==> src/status_defs.vh <==
/*
  Constants of the status reporting block: register offsets, bit
  positions and reset values. Assumes an APB master with 32-bit data.
*/
// Operation
// Hold latest fieldbus error code; clear it when the error register is read.
// Clear-status and reset commands leave the fieldbus error code alone.
// Client enables standard event bit 6 and status byte bit 5 for error requests.
// Questionable condition: checksum error bit 12, timeout bit 13, exception too.
// Questionable event sets on 0 to 1 change when positive filter enabled.
// With both filters enabled, event sets on every condition change.
// Reading questionable event register returns it and clears all bits.
// Only enabled questionable event bits feed the questionable summary.
// Event bits stay latched; no fresh request until register cleared.
// Operation condition reports only lockout and remote states; rest zero.
// Status bit 4 set while output queue holds data; cleared on read.
// New query over unread response discards it and reports query error.
// Request service when enabled status bit true and no read in progress.
// Protocol status read clears request-service bit; status query does not.
// Enable value 160 enables only standard event and questionable summaries.
// Power-on clear flag set zeroes enables and filters at power-up, else restore.
// Configuration save command does not store enables and filters.
// Flag write 0 stores current enables and filters; write 1 sets flag.
// Device clear keeps digital outputs; reset or recall 0 clears them.
// Clear-status clears event registers; queue bit only when first in line.
// Standard event enable takes 0..255; larger values raise execution error.
// Standard event query returns the register then clears it.
// Loading fieldbus error sets standard event bit 6; error read clears it.
// Event bits latch on rising source and hold until read or cleared.
// Each summary bit is OR of event bits ANDed with their enables.
// Service request enable bit 6 is ignored on write.
`ifndef STATUS_DEFS_VH
`define STATUS_DEFS_VH
// ---------------------------------------------------------------
// register byte offsets
// ---------------------------------------------------------------
`define A_STB     8'h00
`define A_SRE     8'h04
`define A_ESR     8'h08
`define A_ESE     8'h0C
`define A_QCOND   8'h10
`define A_QEVT    8'h14
`define A_QENA    8'h18
`define A_QPTR    8'h1C
`define A_QNTR    8'h20
`define A_OCOND   8'h24
`define A_OEVT    8'h28
`define A_OENA    8'h2C
`define A_OPTR    8'h30
`define A_ONTR    8'h34
`define A_FERR    8'h38
`define A_CMD     8'h3C
`define A_RDSTB   8'h40
`define A_PSC     8'h44
`define A_OUTQ    8'h48
`define A_DOUT    8'h4C
// ---------------------------------------------------------------
// bit positions
// ---------------------------------------------------------------
`define Q_EXC     11
`define Q_CRC     12
`define Q_TMO     13
`define O_LLO     0
`define O_REM     1
`define S_OPER    3
`define S_MAV     4
`define S_ESB     5
`define S_RQS     6
`define S_QUES    7
`define E_PON     7
`define E_FBERR   6
`define E_CMD     5
`define E_EXE     4
`define E_FLASH   3
`define E_QRY     2
`define E_EDR     1
`define C_CLS     0
`define C_RST     1
`define C_RCL0    2
`define C_SAV     3
`define C_FIRST   4
`define BYTE_MAX  32'h000000FF
`define SRE_MASK  8'hBF
`define PSC_RST   1'b1
`endif

==> src/status_srq.v <==
/*
  Status reporting and service request block: event, enable and
  filter registers, status byte, output queue flag, fieldbus error
  code and power-on save of settings, reached over APB.
  Assumes synchronous inputs; event inputs are one-cycle pulses;
  fresetn clears the power-on store only (factory default).
*/
`timescale 1ns/1ps
`include "status_defs.vh"
module status_srq #(
  parameter EW = 16
) (
  input  wire          pclk,
  input  wire          presetn,
  input  wire          fresetn,
  input  wire          ce,
  input  wire          psel,
  input  wire          penable,
  input  wire          pwrite,
  input  wire [7:0]    paddr,
  input  wire [31:0]   pwdata,
  output reg  [31:0]   prdata,
  output reg           pready,
  output reg           pslverr,
  input  wire          fb_crc_err,
  input  wire          fb_exc_err,
  input  wire          fb_timeout,
  input  wire          fb_err_load,
  input  wire [EW-1:0] fb_err_code,
  input  wire          local_lockout,
  input  wire          remote_state,
  input  wire          ev_cmd_err,
  input  wire          ev_flash_err,
  input  wire          ev_edr,
  input  wire          read_busy,
  input  wire          dev_clear,
  output reg           srq,
  output reg  [7:0]    dout
);

  // ---------------------------------------------------------------
  // state
  // ---------------------------------------------------------------
  reg  [7:0]    sre_r, ese_r, esr_r;
  reg  [15:0]   qevt_r, qena_r, qptr_r, qntr_r, qprev_r;
  reg  [15:0]   oevt_r, oena_r, optr_r, ontr_r, oprev_r;
  reg  [EW-1:0] ferr_r;
  reg           mav_r, rqs_r, armed_r, pon_r, boot_r;
  reg  [31:0]   outq_r;
  // power-on store, only cleared by the factory reset
  reg           psc_r;
  reg  [7:0]    sv_sre_r, sv_ese_r;
  reg  [15:0]   sv_qena_r, sv_qptr_r, sv_qntr_r;
  reg  [15:0]   sv_oena_r, sv_optr_r, sv_ontr_r;

  // ---------------------------------------------------------------
  // functions
  // ---------------------------------------------------------------
  // filtered transitions: rise via ptr, fall via ntr
  function [15:0] edge_set;
    input [15:0] cur;
    input [15:0] prv;
    input [15:0] ptr;
    input [15:0] ntr;
    begin
      edge_set = (ptr & cur & ~prv) | (ntr & ~cur & prv);
    end
  endfunction

  function summ;
    input [15:0] evt;
    input [15:0] ena;
    begin
      summ = |(evt & ena);
    end
  endfunction

  // ---------------------------------------------------------------
  // condition registers and summaries
  // ---------------------------------------------------------------
  wire [15:0] qcond;
  wire [15:0] ocond;
  wire        ques_sum, oper_sum, esb_sum, mss;
  wire [7:0]  stb;
  assign qcond = ({15'h0000, fb_crc_err} << `Q_CRC)
               | ({15'h0000, fb_timeout} << `Q_TMO)
               | ({15'h0000, fb_exc_err} << `Q_EXC);
  assign ocond = ({15'h0000, local_lockout} << `O_LLO)
               | ({15'h0000, remote_state} << `O_REM);
  assign ques_sum = summ(qevt_r, qena_r);
  assign oper_sum = summ(oevt_r, oena_r);
  assign esb_sum  = summ({8'h00, esr_r}, {8'h00, ese_r});
  // bit 6 is filled per reader: summary for query, rqs for poll
  assign stb = ({7'h00, oper_sum} << `S_OPER)
             | ({7'h00, mav_r} << `S_MAV)
             | ({7'h00, esb_sum} << `S_ESB)
             | ({7'h00, ques_sum} << `S_QUES);
  assign mss = |(stb & sre_r & `SRE_MASK);

  // ---------------------------------------------------------------
  // bus decode
  // ---------------------------------------------------------------
  wire setup = psel & ~penable & ~pready;
  wire acc   = psel & penable & pready;
  wire wr    = acc & pwrite & ce;
  wire rd    = acc & ~pwrite & ce;
  reg  [31:0] rdata;
  reg         hit;

  // read mux; evaluated in the setup cycle and registered
  always @* begin
    hit   = 1'b1;
    rdata = 32'h00000000;
    case (paddr)
      `A_STB:   rdata = {24'h0, stb | ({7'h00, mss} << `S_RQS)};
      `A_RDSTB: rdata = {24'h0, stb | ({7'h00, rqs_r} << `S_RQS)};
      `A_SRE:   rdata = {24'h0, sre_r & `SRE_MASK};
      `A_ESR:   rdata = {24'h0, esr_r};
      `A_ESE:   rdata = {24'h0, ese_r};
      `A_QCOND: rdata = {16'h0, qcond};
      `A_QEVT:  rdata = {16'h0, qevt_r};
      `A_QENA:  rdata = {16'h0, qena_r};
      `A_QPTR:  rdata = {16'h0, qptr_r};
      `A_QNTR:  rdata = {16'h0, qntr_r};
      `A_OCOND: rdata = {16'h0, ocond};
      `A_OEVT:  rdata = {16'h0, oevt_r};
      `A_OENA:  rdata = {16'h0, oena_r};
      `A_OPTR:  rdata = {16'h0, optr_r};
      `A_ONTR:  rdata = {16'h0, ontr_r};
      `A_FERR:  rdata = {{(32-EW){1'b0}}, ferr_r};
      `A_CMD:   rdata = 32'h00000000;
      `A_PSC:   rdata = {31'h0, psc_r};
      `A_OUTQ:  rdata = outq_r;
      `A_DOUT:  rdata = {24'h0, dout};
      default:  hit = 1'b0;
    endcase
  end

  // one wait-free access phase; unmapped answers with pslverr
  always @(posedge pclk or negedge presetn) begin
    if (!presetn) begin
      pready  <= 1'b0;
      pslverr <= 1'b0;
      prdata  <= 32'h00000000;
    end else if (ce) begin
      pready  <= setup;
      if (setup) begin
        pslverr <= ~hit;
        prdata  <= pwrite ? 32'h00000000 : rdata;
      end
    end
  end

  // ---------------------------------------------------------------
  // command strobes
  // ---------------------------------------------------------------
  wire w_cmd   = wr & (paddr == `A_CMD);
  wire cls     = w_cmd & pwdata[`C_CLS];
  wire cls_1st = cls & pwdata[`C_FIRST];
  wire rst_cmd = w_cmd & pwdata[`C_RST];
  wire rcl0    = w_cmd & pwdata[`C_RCL0];
  // the save command touches no enable or filter value
  wire sav     = w_cmd & pwdata[`C_SAV];
  wire big     = pwdata > `BYTE_MAX;
  wire w_ese   = wr & (paddr == `A_ESE);
  wire w_sre   = wr & (paddr == `A_SRE);
  wire w_q     = wr & (paddr == `A_OUTQ);
  wire r_q     = rd & (paddr == `A_OUTQ);
  wire r_ferr  = rd & (paddr == `A_FERR);
  wire w_psc   = wr & (paddr == `A_PSC);

  // ---------------------------------------------------------------
  // standard event register
  // ---------------------------------------------------------------
  reg [7:0] esr_set;
  always @* begin
    esr_set = 8'h00;
    esr_set[`E_PON]   = pon_r;
    esr_set[`E_FBERR] = fb_err_load;
    esr_set[`E_CMD]   = ev_cmd_err;
    esr_set[`E_EXE]   = (w_ese | w_sre) & big;
    esr_set[`E_FLASH] = ev_flash_err;
    esr_set[`E_QRY]   = (w_q & mav_r) | (r_q & ~mav_r);
    esr_set[`E_EDR]   = ev_edr;
  end

  // clears never beat a same-cycle set
  reg [7:0] esr_clr;
  always @* begin
    esr_clr = 8'h00;
    if (cls || (rd && paddr == `A_ESR))
      esr_clr = 8'hFF;
    if (r_ferr)
      esr_clr[`E_FBERR] = 1'b1;
  end

  // ---------------------------------------------------------------
  // event, enable and error state
  // ---------------------------------------------------------------
  always @(posedge pclk or negedge presetn) begin
    if (!presetn) begin
      sre_r   <= 8'h00;
      ese_r   <= 8'h00;
      esr_r   <= 8'h00;
      qevt_r  <= 16'h0000;
      qena_r  <= 16'h0000;
      qptr_r  <= 16'h0000;
      qntr_r  <= 16'h0000;
      qprev_r <= 16'h0000;
      oevt_r  <= 16'h0000;
      oena_r  <= 16'h0000;
      optr_r  <= 16'h0000;
      ontr_r  <= 16'h0000;
      oprev_r <= 16'h0000;
      ferr_r  <= {EW{1'b0}};
      mav_r   <= 1'b0;
      outq_r  <= 32'h00000000;
      pon_r   <= 1'b1;
      boot_r  <= 1'b1;
      dout    <= 8'h00;
    end else if (ce) begin
      pon_r   <= 1'b0;
      boot_r  <= 1'b0;
      qprev_r <= qcond;
      oprev_r <= ocond;
      esr_r   <= (esr_r & ~esr_clr) | esr_set;
      // questionable event: latched until read or clear-status
      qevt_r <= (qevt_r & ~{16{cls | (rd & (paddr == `A_QEVT))}})
              | edge_set(qcond, qprev_r, qptr_r, qntr_r);
      oevt_r <= (oevt_r & ~{16{cls | (rd & (paddr == `A_OEVT))}})
              | edge_set(ocond, oprev_r, optr_r, ontr_r);
      // fieldbus error code: only its own read clears it
      if (fb_err_load)
        ferr_r <= fb_err_code;
      else if (r_ferr)
        ferr_r <= {EW{1'b0}};
      // output queue: a new response replaces an unread one
      if (w_q) begin
        outq_r <= pwdata;
        mav_r  <= 1'b1;
      end else if (r_q || cls_1st || dev_clear) begin
        mav_r  <= 1'b0;
      end
      // power-up restore of enables and filters
      if (boot_r) begin
        sre_r  <= psc_r ? 8'h00 : sv_sre_r;
        ese_r  <= psc_r ? 8'h00 : sv_ese_r;
        qena_r <= psc_r ? 16'h0000 : sv_qena_r;
        qptr_r <= psc_r ? 16'h0000 : sv_qptr_r;
        qntr_r <= psc_r ? 16'h0000 : sv_qntr_r;
        oena_r <= psc_r ? 16'h0000 : sv_oena_r;
        optr_r <= psc_r ? 16'h0000 : sv_optr_r;
        ontr_r <= psc_r ? 16'h0000 : sv_ontr_r;
      end else if (wr) begin
        case (paddr)
          `A_SRE:  if (!big) sre_r <= pwdata[7:0] & `SRE_MASK;
          `A_ESE:  if (!big) ese_r <= pwdata[7:0];
          `A_QENA: qena_r <= pwdata[15:0];
          `A_QPTR: qptr_r <= pwdata[15:0];
          `A_QNTR: qntr_r <= pwdata[15:0];
          `A_OENA: oena_r <= pwdata[15:0];
          `A_OPTR: optr_r <= pwdata[15:0];
          `A_ONTR: ontr_r <= pwdata[15:0];
          `A_DOUT: dout   <= pwdata[7:0];
          default: ;
        endcase
      end
      // device clear leaves the outputs; reset and recall 0 drop them
      if (rst_cmd || rcl0)
        dout <= 8'h00;
    end
  end

  // ---------------------------------------------------------------
  // service request
  // ---------------------------------------------------------------
  // rqs rises once per rise of the summary; a read in progress defers it
  always @(posedge pclk or negedge presetn) begin
    if (!presetn) begin
      rqs_r   <= 1'b0;
      armed_r <= 1'b1;
      srq     <= 1'b0;
    end else if (ce) begin
      srq <= 1'b0;
      if (mss && armed_r && !read_busy) begin
        rqs_r   <= 1'b1;
        armed_r <= 1'b0;
        srq     <= 1'b1;
      end else if (rd && paddr == `A_RDSTB) begin
        rqs_r   <= 1'b0;
      end
      if (!mss && !rqs_r)
        armed_r <= 1'b1;
    end
  end

  // ---------------------------------------------------------------
  // power-on store
  // ---------------------------------------------------------------
  // writing 0 snapshots the live settings; writing 1 only sets the flag
  always @(posedge pclk or negedge fresetn) begin
    if (!fresetn) begin
      psc_r     <= `PSC_RST;
      sv_sre_r  <= 8'h00;
      sv_ese_r  <= 8'h00;
      sv_qena_r <= 16'h0000;
      sv_qptr_r <= 16'h0000;
      sv_qntr_r <= 16'h0000;
      sv_oena_r <= 16'h0000;
      sv_optr_r <= 16'h0000;
      sv_ontr_r <= 16'h0000;
    end else if (ce && w_psc && !sav) begin
      psc_r <= pwdata[0];
      if (!pwdata[0]) begin
        sv_sre_r  <= sre_r;
        sv_ese_r  <= ese_r;
        sv_qena_r <= qena_r;
        sv_qptr_r <= qptr_r;
        sv_qntr_r <= qntr_r;
        sv_oena_r <= oena_r;
        sv_optr_r <= optr_r;
        sv_ontr_r <= ontr_r;
      end
    end
  end

endmodule // status_srq

==> config.mk <==
export PLATFORM = sky130hd
export DESIGN_NAME = status_srq
export DESIGN_NICKNAME = d
export VERILOG_FILES = /design/src/status_srq.v
export VERILOG_INCLUDE_DIRS = /design/src
export SDC_FILE = /design/constraint.sdc
export NUM_CORES = 1
export LEC_CHECK = 0
export BUFFER_PORTS_ARGS = -buffer_cell sky130_fd_sc_hd__buf_2
export CAP_MARGIN = 30
export CELL_PAD_IN_SITES_DETAIL_PLACEMENT = 0
export CELL_PAD_IN_SITES_GLOBAL_PLACEMENT = 1
export CORE_AREA = 2 2 219 221
export DETAILED_ROUTE_END_ITERATION = 6
export DIE_AREA = 0 0 221 223
export GPL_TIMING_DRIVEN = 0
export PLACE_DENSITY = 0.67
export SLEW_MARGIN = 20
export SYNTH_ARGS = -nofsm -noshare
export SYNTH_HDL_FRONTEND = slang
export SYNTH_SLANG_ARGS = --single-unit
==> constraint.sdc <==
create_clock -name pclk -period 6 [get_ports pclk]
set_clock_uncertainty 0.1 [all_clocks]
set_input_delay 0.9 -clock pclk [delete_from_list [all_inputs] [get_ports pclk]]
set_output_delay 0.9 -clock pclk [all_outputs]
set_load 0.1 [all_outputs]
==> qor_table.md, run 1 <==
| Group | Parameter | This run |
| --- | --- | --- |
| status | Outcome | complete, but fails checks |
| status | Violations in the final reports | DRC |
| cts | Clock insertion delay at the later pin of the skew report | 0.57 ns |
| power and ir drop | Cell Pwr Density | 278 mW/mm2 |
| final layout | Number of antenna diodes | 0 |
| cts | Post-CTS Setup Repair Bufs | 0 |
| global routing | Pin count of the biggest net entering global routing | 88 |
| routing | Post-detailed-route count of antenna-violating nets | 0 |
| final layout | Fill count | 4586 |
| routing | Vias | 13100 |
| sta | Max-slew violation count | 0 |
| die | DIE HEIGHT | 223 um |
| die | Die width | 221 um |
| worst setup path | Category of the critical setup timing path | reg -> reg |
| placement | RePlAce Congestion | 0.984 |
| yosys | Asr flop ratio synth | 100% |
| sta | Fmax | 321 MHz |
| power and ir drop | Cell internal pwr | 4.05 mW |
| die | Top-level I/O count | 117 |
| min path | Class of the worst hold path | in -> async |
| final layout | Post-layout nets | 1703 |
| final layout | Fraction of layout cells with a size suffix above 1 | 25.9% |
| cts | Clock H-tree levels | 2 |
| die | Total number of placement rows | 80 |
| yosys | Sequential area share after synthesis | 56.0% |
| cts | Clock tree from TritonCTS | yes |
| yosys | Most used flip-flop cell after synthesis | dfrtp_1 |
| worst setup path | Origin of the worst setup path | boot_r |
| cts | Number of clock sinks | 363 |
| sta | Accumulated negative setup slack | 0 ns |
| cts | TritonCTS buffer count | 41 |
| yosys | Count of distinct cell types in the synthesized netlist | 63 |
| routing | Iter 0 DRT Violations | 1406 |
| routing | WL per Instance | 28.7 um |
| power and ir drop | P_sw | 1.28 mW |
| yosys | Count of mapped cells out of synthesis | 1460 |
| global routing | Number of global-route vias before repair | 13000 |
| sta | Headroom to the max-slew limit | 32.8% |
| sta | Post-layout minimum cycle time | 3.11 ns |
| sta | Measured slew at the worst slew-check pin | 1.01 ns |
| worst setup path | Register-to-register setup slack | 2.89 ns |
| worst setup path | Maximum fanout along the worst path | 10 |
| routing | Final WL | 65400 um |
| final layout | Area grow syn2layout | 18.1% |
| yosys | Synthesized netlist net count | 1534 |
| worst setup path | CP arrival | 3.49 ns |
| routing | DRT Pass-1 Iters | 7 |
| die | Starting density of the core | 34.4% |
| power and ir drop | Leakage power | 8.87 nW |
| sta | Hold Worst Slack | 0.158 ns |
| routing | Per-cell via count in the routed design | 5.75 |
| global routing | Initial antenna violation count | 1 |
| placement | Input/output buffers | 112 |
| die | Area of the core | 0.0471 mm2 |
| yosys | Mapped cell area | 0.0162 mm2 |
| routing | Drc violations | 1 |
| power and ir drop | Part of the power in combinational logic | 5.4% |
| global routing | Global router's overall resource usage | 26.4% |
| cts | Worst-case clock buffer depth | 3 |
| cts | CTS-repair resized insts | 0 |
| yosys | Number of enable flip-flop cells after synthesis | 0 |
| final layout | Share of the core filled with cells in the final layout | 40.6% |
| worst setup path | Critical Path Sink | sre_r[0] |
| power and ir drop | Maximum resistive drop on vdd | 0.201 mV |
| sta | Final worst path period share | 51.8% |
| yosys | Total of warnings raised by yosys | 0 |
| cts | CTS Root Cell | clkbuf_16 |
| placement | Detail Placement HPWL | 48700 um |
| worst setup path | Critical register-to-register path startpoint | boot_r |
| flow run | Max-cap viol count | 0 |
| worst setup path | Nature of the critical path startpoint | flop |
| power and ir drop | Part of the power in registers | 46.7% |
| power and ir drop | Total power after layout | 5.33 mW |
| cts | Clock-pin slew on the worst setup and hold paths | 0.06 ns |
| cts | Count of hold buffers inserted by post-cts repair | 0 |
| sta | Setup repair after global routing missed its margin | no |
| power and ir drop | Clock network fraction of total power | 47.9% |
| yosys | Mean post-synth cell area | 11.1 um2 |
| worst setup path | Number of cell instances on the worst register-to-register path | 6 |
| worst setup path | Endpoint kind of the worst setup timing path | flop |
| die | Area enclosed by the die boundary | 0.0493 mm2 |
| worst setup path | Worst Path Required | 6.38 ns |
| yosys | Number of synthesized register bits | 363 |
| global routing | Overflow after GRT | 0 |
| sta | Number of hold violations in the final report | 0 |
| global routing | Global-route wire length before repair | 94700 um |
| worst setup path | Worst flop-to-flop path endpoint | sre_r[0] |
| sta | Total of endpoints with negative setup slack in the final report | 0 |
| power and ir drop | Switching portion of total power | 23.9% |
-- per-layer routing --
metal | GRT usage, % | share of wire (%) | up-vias
met3 | 4.03 | 6.7 | 121
met5 | 0 | 0 | -
met4 | 13.0 | 5.1 | 0
met1 | 36.4 | 43 | 6806
met2 | 40.8 | 45 | 519
li1 | - | - | 5648
-- kinds of logic (layout without fill, tap and decap cells) --
family / Yosys count / count (layout) / synth area share [%]
AO/OA/AOI/OAI: 454 / 454 / 17.4
buffers and inverters: 113 / 315 / 3.38
XOR/XNOR: 1 / 1 / 0.0540
multiplexers: 172 / 172 / 11.8
flip-flops: 363 / 363 / 56.0
AND/OR/NAND/NOR: 357 / 357 / 11.3
-- worst max-delay path, cell delays in order, from the launching register on --
cell and delay [ns]:
dfstp_2 0.51, clkbuf_1 0.50, nor2b_1 0.30, clkbuf_1 0.66, clkbuf_1 0.58, a21oi_1 0.15
o21ai_0 0.19
-- through the flow --
step | setup WS, ns | cells | instance area [um2]
after floorplan | 3.27 | 1460 | 16200
after global placement | -1.06 | 2187 | 17500
after detailed placement | 2.47 | 2200 | 17800
after CTS | 2.83 | 2276 | 19100
after global routing | 2.78 | 2277 | 19200
final | 2.89 | 2277 | 19200
-- layout make-up --
type,instances,area [um2],area share [%]
clock inverter,13,104,0.542
multi-input combinational,984,6610,34.5
sequential,363,9090,47.4
buffer,107,526,2.74
tap,615,769,4.02
clock buffer,63,1270,6.63
inverter,6,22.5,0.118
timing repair buffer,126,776,4.05
-- cell usage after synthesis, types with 4 or more instances --
| library cell | n | area, um2 |
|---|---|---|
| buf_4 | 21 | 158 |
| dfrtp_1 | 360 | 9010 |
| nand2_1 | 122 | 458 |
| a22o_1 | 46 | 403 |
| a21oi_1 | 183 | 916 |
| clkbuf_1 | 41 | 154 |
| o21ai_0 | 84 | 420 |
| o22ai_1 | 11 | 68.8 |
| nand3b_1 | 8 | 60.1 |
| or4b_1 | 4 | 40.0 |
| nor4_1 | 12 | 75.1 |
| and4_1 | 4 | 35.0 |
| nand3_1 | 16 | 80.1 |
| inv_1 | 6 | 22.5 |
| a32o_1 | 5 | 50.1 |
| and2_1 | 32 | 200 |
| a22oi_1 | 51 | 383 |
| o21ai_1 | 16 | 80.1 |
| buf_1 | 9 | 33.8 |
| buf_2 | 36 | 180 |
| a211oi_1 | 5 | 37.5 |
| nor3_1 | 6 | 30.0 |
| nor2_2 | 4 | 25.0 |
| a222oi_1 | 10 | 100 |
| nor2_4 | 5 | 56.3 |
| nor2_1 | 93 | 349 |
| mux2i_1 | 14 | 140 |
| a32oi_1 | 6 | 52.6 |
| nand4_1 | 4 | 25.0 |
| a21oi_2 | 8 | 70.1 |
| a221oi_1 | 12 | 105 |
| mux2_1 | 11 | 124 |
| nor2b_1 | 25 | 156 |
| a31oi_1 | 4 | 25.0 |
| mux2_2 | 147 | 1660 |
-- cells in the final DEF, fill, tap and decap left out, drive strengths merged, types with 2 or more instances in the layout --
cell / n
or4b: 4
clkinv: 9
nor4: 14
a211oi: 5
a21oi: 191
nand3: 16
a222oi: 10
a32oi: 6
mux2i: 14
a32o: 5
o211ai: 3
nor2b: 25
o21ai: 100
o22ai: 11
a2111oi: 2
a22oi: 51
buf: 192
nor4b: 4
mux2: 158
nor2: 103
nand4bb: 2
nand2: 122
dfrtp: 360
nand3b: 8
clkbuf: 104
a22o: 46
nor4bb: 2
nor3: 8
dfstp: 3
nand4: 4
o32ai: 2
and2: 32
inv: 8
a31oi: 4
a221oi: 12
or3: 2
and4: 4
a21o: 2
-- worst min-delay path by stage --
stage	startpoint	endpoint	slack (ns)
floorplan	ferr_r[4]	ferr_r[4]	0.35
global placement	prdata[12]	prdata[12]	0.36
detailed placement	prdata[15]	prdata[15]	0.37
CTS	fresetn	sv_ontr_r[11]	0.16
global route	fresetn	sv_ese_r[6]	0.19
finish	fresetn	sv_ese_r[4]	0.16
-- registers in the layout (all words and copies together), names as in the netlist, 16 cells and up --
signal	flops
sv_ontr_r	16
ontr_r	16
qevt_r	16
outq_r	32
sv_optr_r	16
optr_r	16
qptr_r	16
ferr_r	16
oevt_r	16
sv_qntr_r	16
prdata	32
sv_qptr_r	16
sv_qena_r	16
oena_r	16
qntr_r	16
sv_oena_r	16
qena_r	16
-- power by group through the flow --
stage	Combinational, mW	Sequential (mW)	Clock, mW
2_1_floorplan	0.0964	2.54	0
3_3_place_gp	0.269	2.53	0
3_5_place_dp	0.284	2.53	0
4_1_cts	0.285	2.49	2.60
5_1_grt	0.308	2.49	2.69
6_report	0.286	2.49	2.55
(Power assumes the default switching activity.)
==> run 2: changes to the inputs <==
Clock period 6 ns to 3.09 ns, I/O delays scaled along.
==> run 2 against run 1 <==
Net effect:
- the flow still finishes with violations (DRC)
- clock-buffer cell count stayed put
- critical path depth is the same
- power is 94% higher
- wire length increased by 0.16%
- worst setup slack got worse by 2.7 ns
- utilization is essentially flat
- register-to-register slack worse by 2.7 ns
- sequential cell count did not move
- final cell count hardly changed
- non-clock buffer count up 2
- via count up 0.25%
- global-route usage is the same
==> qor_table.md, run 2 (same netlist as run 1, synthesis figures left out) <==
| Group | Parameter | This run |
| --- | --- | --- |
| worst setup path | CP arrival | 3.26 ns |
| worst setup path | Most Frequent Cell on Critical Path | clkbuf_1 |
| final layout | Commonest cells after routing, fill and taps aside | dfrtp_1 (360), a21oi_1 (183), mux2_2 (147) |
| sta | Headroom to the max-slew limit | 32.9% |
| cts | Clock-pin slew on the worst setup and hold paths | 0.06 ns |
| routing | Vias | 13100 |
| routing | Final WL | 65500 um |
| routing | WL per Instance | 28.8 um |
| worst setup path | Critical register-to-register path startpoint | boot_r |
| routing | Drc violations | 1 |
| die | Starting density of the core | 34.4% |
| placement | Setup slack at placement | -0.0808 ns |
| final layout | Area grow syn2layout | 18.3% |
| sta | Measured slew at the worst slew-check pin | 1.01 ns |
| global routing | Number of global-route vias before repair | 13000 |
| die | Top-level I/O count | 117 |
| worst setup path | Critical Path Sink | ontr_r[15] |
| sta | Final worst path period share | 94.8% |
| routing | Top metal layer carrying routed signals | met4 |
| global routing | Initial antenna violation count | 1 |
| die | Total number of placement rows | 80 |
| final layout | Commonest non-fill, non-tap cell in the layout | dfrtp_1 |
| die | DIE HEIGHT | 223 um |
| final layout | Area taken by flip-flops and latches | 0.00909 mm2 |
| power and ir drop | Maximum resistive drop on vdd | 0.392 mV |
| cts | TritonCTS buffer count | 41 |
| final layout | Multi-input combinational cell area | 0.00661 mm2 |
| cts | CTS Root Cell | clkbuf_16 |
| routing | Iter 0 DRT Violations | 1390 |
| routing | Per-cell via count in the routed design | 5.76 |
| final layout | Largest registers | outq_r (32), prdata (32) |
| worst setup path | Endpoint kind of the worst setup timing path | flop |
| min path | Class of the worst hold path | in -> reg |
| worst setup path | Register-to-register setup slack | 0.16 ns |
| worst setup path | Origin of the worst setup path | boot_r |
| final layout | Fill count | 4584 |
| worst setup path | Number of cell instances on the worst register-to-register path | 6 |
| cts | Clock insertion delay at the later pin of the skew report | 0.57 ns |
| power and ir drop | Part of the power in combinational logic | 5.4% |
| sta | Final WS setup | 0.160 ns |
| sta | Max-slew violation count | 0 |
| worst setup path | Crit-path cells | clkbuf_1 -> buf_2 -> clkbuf_1 -> nor2b_1 -> a21oi_1 -> o21ai_0 |
| global routing | Global router's overall resource usage | 26.4% |
| die | Area enclosed by the die boundary | 0.0493 mm2 |
| worst setup path | Worst flop-to-flop path endpoint | ontr_r[15] |
| worst setup path | Category of the critical setup timing path | reg -> reg |
| global routing | Global-route wire length before repair | 94700 um |
| cts | Clock tree from TritonCTS | yes |
| routing | Post-detailed-route count of antenna-violating nets | 0 |
| power and ir drop | Cell Pwr Density | 539 mW/mm2 |
| sta | Number of hold violations in the final report | 0 |
| power and ir drop | P_sw | 2.48 mW |
| placement | Detail Placement HPWL | 48700 um |
| final layout | Share of the core filled with cells in the final layout | 40.7% |
| final layout | Fraction of layout cells with a size suffix above 1 | 26.0% |
| routing | Met2 wirelength from detailed routing | 29500 um |
| power and ir drop | Switching portion of total power | 24.0% |
| cts | Worst-case clock buffer depth | 3 |
| cts | Number of clock sinks | 363 |
| status | Outcome | complete, but fails checks |
| final layout | Post-layout nets | 1705 |
| power and ir drop | Leakage power | 8.88 nW |
| power and ir drop | Part of the power in registers | 46.7% |
| cts | Clock H-tree levels | 2 |
| routing | Wire length on met1 | 28200 um |
| power and ir drop | Clock network fraction of total power | 47.9% |
| worst setup path | Worst Path Required | 3.42 ns |
| die | Area of the core | 0.0471 mm2 |
| sta | Setup repair after global routing missed its margin | no |
| routing | Sum of met3 wire segment lengths after detailed routing | 4540 um |
| worst setup path | Maximum single-stage delay on the critical path | 0.55 ns |
| placement | RePlAce Congestion | 0.984 |
| sta | Total of endpoints with negative setup slack in the final report | 0 |
| sta | Fmax | 341 MHz |
| global routing | Pin count of the biggest net entering global routing | 88 |
| routing | DRT Pass-1 Iters | 7 |
| power and ir drop | Cell internal pwr | 7.87 mW |
| sta | Post-layout minimum cycle time | 2.93 ns |
| global routing | Overflow after GRT | 0 |
| flow run | Max-cap viol count | 0 |
| final layout | Filler-free cell count of the finished design | 2279 |
| placement | # placed instances | 2200 |
| placement | Input/output buffers | 112 |
| status | Violations in the final reports | DRC |
| final layout | Number of antenna diodes | 0 |
| worst setup path | Critical-path top delay cell | clkbuf_1 |
| worst setup path | Maximum fanout along the worst path | 10 |
| worst setup path | Nature of the critical path startpoint | flop |
| die | Die width | 221 um |
## run 2: cell count changes in the layout (fill, tap and decap cells not counted)
cell           change
clkbuf_1           -1
clkbuf_2           +1
dlygate4sd3_1      +2
## run 2: power by group through the flow
stage	combinational, mW	clock, mW	sequential, mW
6_report	0.559	4.96	4.83
5_1_grt	0.601	5.23	4.83
4_1_cts	0.556	5.05	4.83
3_5_place_dp	0.551	0	4.92
3_3_place_gp	0.521	0	4.91
2_1_floorplan	0.187	0	4.93
## run 2: area by class of cell
| class | instances | share of cell area, % |
|---|---|---|
| Sequential cell | 363 | 47.4 |
| Multi-Input combinational cell | 984 | 34.4 |
| Clock buffer | 63 | 6.63 |
| Timing Repair Buffer | 128 | 4.15 |
| Tap cell | 615 | 4.01 |
| Buffer | 107 | 2.75 |
| Clock inverter | 13 | 0.541 |
| Inverter | 6 | 0.117 |
## run 2: worst min path at each step
stage | startpoint | to | depth (start not counted)
CTS | ev_cmd_err | esr_r[5] | 2
finish | ev_cmd_err | esr_r[5] | 2
floorplan | presetn | dout[0] | 0
global placement | prdata[12] | prdata[12] | 2
global route | ev_cmd_err | esr_r[5] | 2
detailed placement | fresetn | sv_sre_r[2] | 1
## run 2: metrics by stage
step | power [mW] | instance area (um2) | hold slack, ns | TNS (ns)
2_1_floorplan | 5.11 | 16200 | 0.0679 | 0
3_3_place_gp | 5.44 | 17500 | 0.363 | -909.70
3_5_place_dp | 5.47 | 17800 | 0.318 | -0.244
4_1_cts | 10.4 | 19200 | 0.00466 | 0
5_1_grt | 10.7 | 19200 | 0.0385 | 0
6_report | 10.3 | 19200 | 0.0264 | 0
## run 2: timing repair
action                                  CTS  global route
buffers inserted                          0             0
endpoints found under the setup margin   21             0
hold endpoints to repair                128             0
resized for setup                         1             0
hold buffers                              2             0
## run 2: worst max-delay path: cells and delay by family (launching register included)
kind | cells | cell delay (ns)
buffers and inverters | 3 | 1.52
flip-flops | 1 | 0.51
AND/OR/NAND/NOR | 1 | 0.36
AO/OA/AOI/OAI | 2 | 0.30
## run 2: per-layer routing
| metal | global-route usage (%) | vias to the layer above |
|---|---|---|
| met4 | 13.0 | 0 |
| met3 | 4.02 | 115 |
| li1 | - | 5663 |
| met2 | 40.8 | 549 |
| met1 | 36.4 | 6800 |
| met5 | 0 | - |
==> run 3: changes to the inputs <==
Settings changed: CORE_AREA 2 2 219 221 to 2 2 195 197, DIE_AREA 0 0 221 223 to 0 0 197 199, PLACE_DENSITY 0.67 to 0.83.
Clock period 3.09 ns to 2.35 ns, I/O delays scaled along.
==> run 3 against run 2 <==
Net effect:
- wire length fell by 1.7%
- sequential power rose by 31%
- via count rose by 4.3%
- the flow finishes with violations (setup timing)
- clock-buffer cell count fell by 12
- die area fell by 20%
- final cell count fell by 4.0%
- sequential cell count did not move
- power rose by 29%
==> qor_table.md, run 3 (same netlist as run 1, synthesis figures left out) <==
| Group | Parameter | This run |
| --- | --- | --- |
| status | Outcome | complete, but fails checks |
| status | Violations in the final reports | setup timing |
| global routing | Global router's overall resource usage | 32.6% |
| worst setup path | Maximum fanout along the worst path | 10 |
| routing | Met2 wirelength from detailed routing | 29300 um |
| placement | # placed instances | 2060 |
| sta | Max-slew violation count | 0 |
| final layout | Area grow syn2layout | 22.8% |
| die | Area of the core | 0.0371 mm2 |
| power and ir drop | Leakage power | 9.22 nW |
| cts | Worst-case clock buffer depth | 3 |
| worst setup path | Worst flop-to-flop path endpoint | oevt_r[8] |
| global routing | Number of global-route vias before repair | 13400 |
| global routing | Global-route wire length before repair | 91900 um |
| final layout | Share of the core filled with cells in the final layout | 53.6% |
| worst setup path | Endpoint kind of the worst setup timing path | flop |
| sta | Measured slew at the worst slew-check pin | 1.02 ns |
| sta | Final WS setup | -0.0466 ns |
| routing | Final WL | 64400 um |
| placement | Input/output buffers | 112 |
| sta | Fmax | 417 MHz |
| final layout | Commonest cells after routing, fill and taps aside | dfrtp_1 (359), a21oi_1 (183), buf_2 (142) |
| routing | Drc violations | 0 |
| worst setup path | Worst Path Required | 2.63 ns |
| worst setup path | Critical register-to-register path startpoint | pready |
| cts | Clock insertion delay at the later pin of the skew report | 0.55 ns |
| final layout | Commonest non-fill, non-tap cell in the layout | dfrtp_1 |
| global routing | Pin count of the biggest net entering global routing | 89 |
| sta | Setup repair after global routing missed its margin | yes |
| routing | Iter 0 DRT Violations | 1546 |
| flow run | Max-cap viol count | 0 |
| worst setup path | CP arrival | 2.67 ns |
| placement | RePlAce Congestion | 1.02 |
| final layout | Area taken by flip-flops and latches | 0.00909 mm2 |
| sta | Post-layout minimum cycle time | 2.40 ns |
| placement | Setup slack at placement | -0.621 ns |
| min path | Class of the worst hold path | in -> reg |
| final layout | Fraction of layout cells with a size suffix above 1 | 27.8% |
| sta | Total of endpoints with negative setup slack in the final report | 15 |
| cts | TritonCTS buffer count | 39 |
| sta | Final worst path period share | 102% |
| worst setup path | Critical Path Sink | prdata[9] |
| die | Starting density of the core | 43.7% |
| die | Die width | 197 um |
| worst setup path | Number of cell instances on the worst register-to-register path | 7 |
| global routing | Initial antenna violation count | 2 |
| sta | Number of hold violations in the final report | 0 |
| cts | Clock-pin slew on the worst setup and hold paths | 0.06 ns |
| final layout | Post-layout nets | 1761 |
| die | Area enclosed by the die boundary | 0.0392 mm2 |
| cts | Number of clock sinks | 363 |
| worst setup path | Nature of the critical path startpoint | input port |
| routing | WL per Instance | 29.4 um |
| routing | Wire length on met1 | 26300 um |
| worst setup path | Origin of the worst setup path | paddr[4] |
| final layout | Largest registers | outq_r (32), prdata (32) |
| routing | Top metal layer carrying routed signals | met4 |
| routing | DRT Pass-1 Iters | 6 |
| power and ir drop | Maximum resistive drop on vdd | 0.442 mV |
| die | Total number of placement rows | 71 |
| final layout | Multi-input combinational cell area | 0.00678 mm2 |
| cts | Clock H-tree levels | 2 |
| placement | Post-DP Area | 0.0176 mm2 |
| worst setup path | Category of the critical setup timing path | in -> reg |
| sta | Hold Worst Slack | 0.0121 ns |
| sta | Headroom to the max-slew limit | 32.3% |
| routing | Vias | 13700 |
| power and ir drop | Cell Pwr Density | 669 mW/mm2 |
| cts | Clock tree from TritonCTS | yes |
| die | Top-level I/O count | 117 |
| routing | Post-detailed-route count of antenna-violating nets | 0 |
| final layout | Fill count | 3197 |
| routing | Sum of met3 wire segment lengths after detailed routing | 5320 um |
| cts | CTS Root Cell | clkbuf_16 |
| die | DIE HEIGHT | 199 um |
| final layout | Finished layout cell area | 0.0199 mm2 |
| global routing | Overflow after GRT | 0 |
| routing | Per-cell via count in the routed design | 6.26 |
| final layout | Filler-free cell count of the finished design | 2187 |
| placement | Detail Placement HPWL | 46600 um |
| worst setup path | Register-to-register setup slack | -0.02 ns |
run 3: cell count changes in the layout (fill, tap and decap cells not counted), sizes merged:
| cell | previous run | this run |
|---|---|---|
| dlygate4sd3 | 2 | 45 |
| buf | 192 | 199 |
| clkbuf | 104 | 100 |
| bufinv | 1 | 3 |
| clkinv | 9 | 7 |
| clkinvlp | 1 | 2 |
| diode | 0 | 1 |
| inv | 8 | 9 |
run 3: metal layers:
metal | global-route usage, % | vias to the layer above
li1 | - | 5761
met1 | 43.5 | 7023
met2 | 51.8 | 755
met3 | 5.90 | 157
met4 | 15.4 | 0
met5 | 0 | -
run 3: worst min path at each step:
stage / to / startpoint / cells past startpoint
5_1_grt: outq_r[12] / pwdata[12] / 2
3_3_place_gp: pslverr / pslverr / 2
6_report: outq_r[12] / pwdata[12] / 2
2_1_floorplan: dout[0] / presetn / 0
3_5_place_dp: sv_ontr_r[7] / fresetn / 1
4_1_cts: outq_r[6] / pwdata[6] / 2
run 3: critical path, cell delays in order:
cell and delay [ns]:
buf_2 0.16, buf_2 0.22, nor4bb_1 0.15, buf_2 0.22
buf_2 0.26, a22oi_1 0.35, o22ai_1 0.16, nor3_1 0.63
o21ai_0 0.16
run 3: cell type report:
type	instances	area share, %
tap	474	2.98
multi-input combinational	984	34.0
antenna	1	0.0126
clock inverter	15	0.854
inverter	6	0.113
buffer	106	3.43
sequential	363	45.6
timing repair buffer	187	7.44
clock buffer	51	5.48
run 3: through the flow:
stage / power, mW / TNS, ns
2_1_floorplan: 6.72 / 0
3_3_place_gp: 7.12 / -1233.42
3_5_place_dp: 7.17 / -144.02
4_1_cts: 13.3 / -1.53
5_1_grt: 13.7 / -2.11
6_report: 13.3 / -0.194
run 3: timing repair:
item,CTS,global route
cloned,1,7
hold buffers,45,0
endpoints found under the setup margin,249,205
buffers inserted,0,7
endpoints found under the hold margin,230,0
gates resized for setup,29,88
pin swaps,1,1
run 3: report_power, final:
group          total (mW)  switching, mW  leakage (nW)  internal, mW
Combinational       0.789          0.545          3.60         0.244
Clock                6.19           2.58         0.621          3.61
Sequential           6.35         0.0467          5.00          6.30
Total                13.3           3.18          9.22          10.2
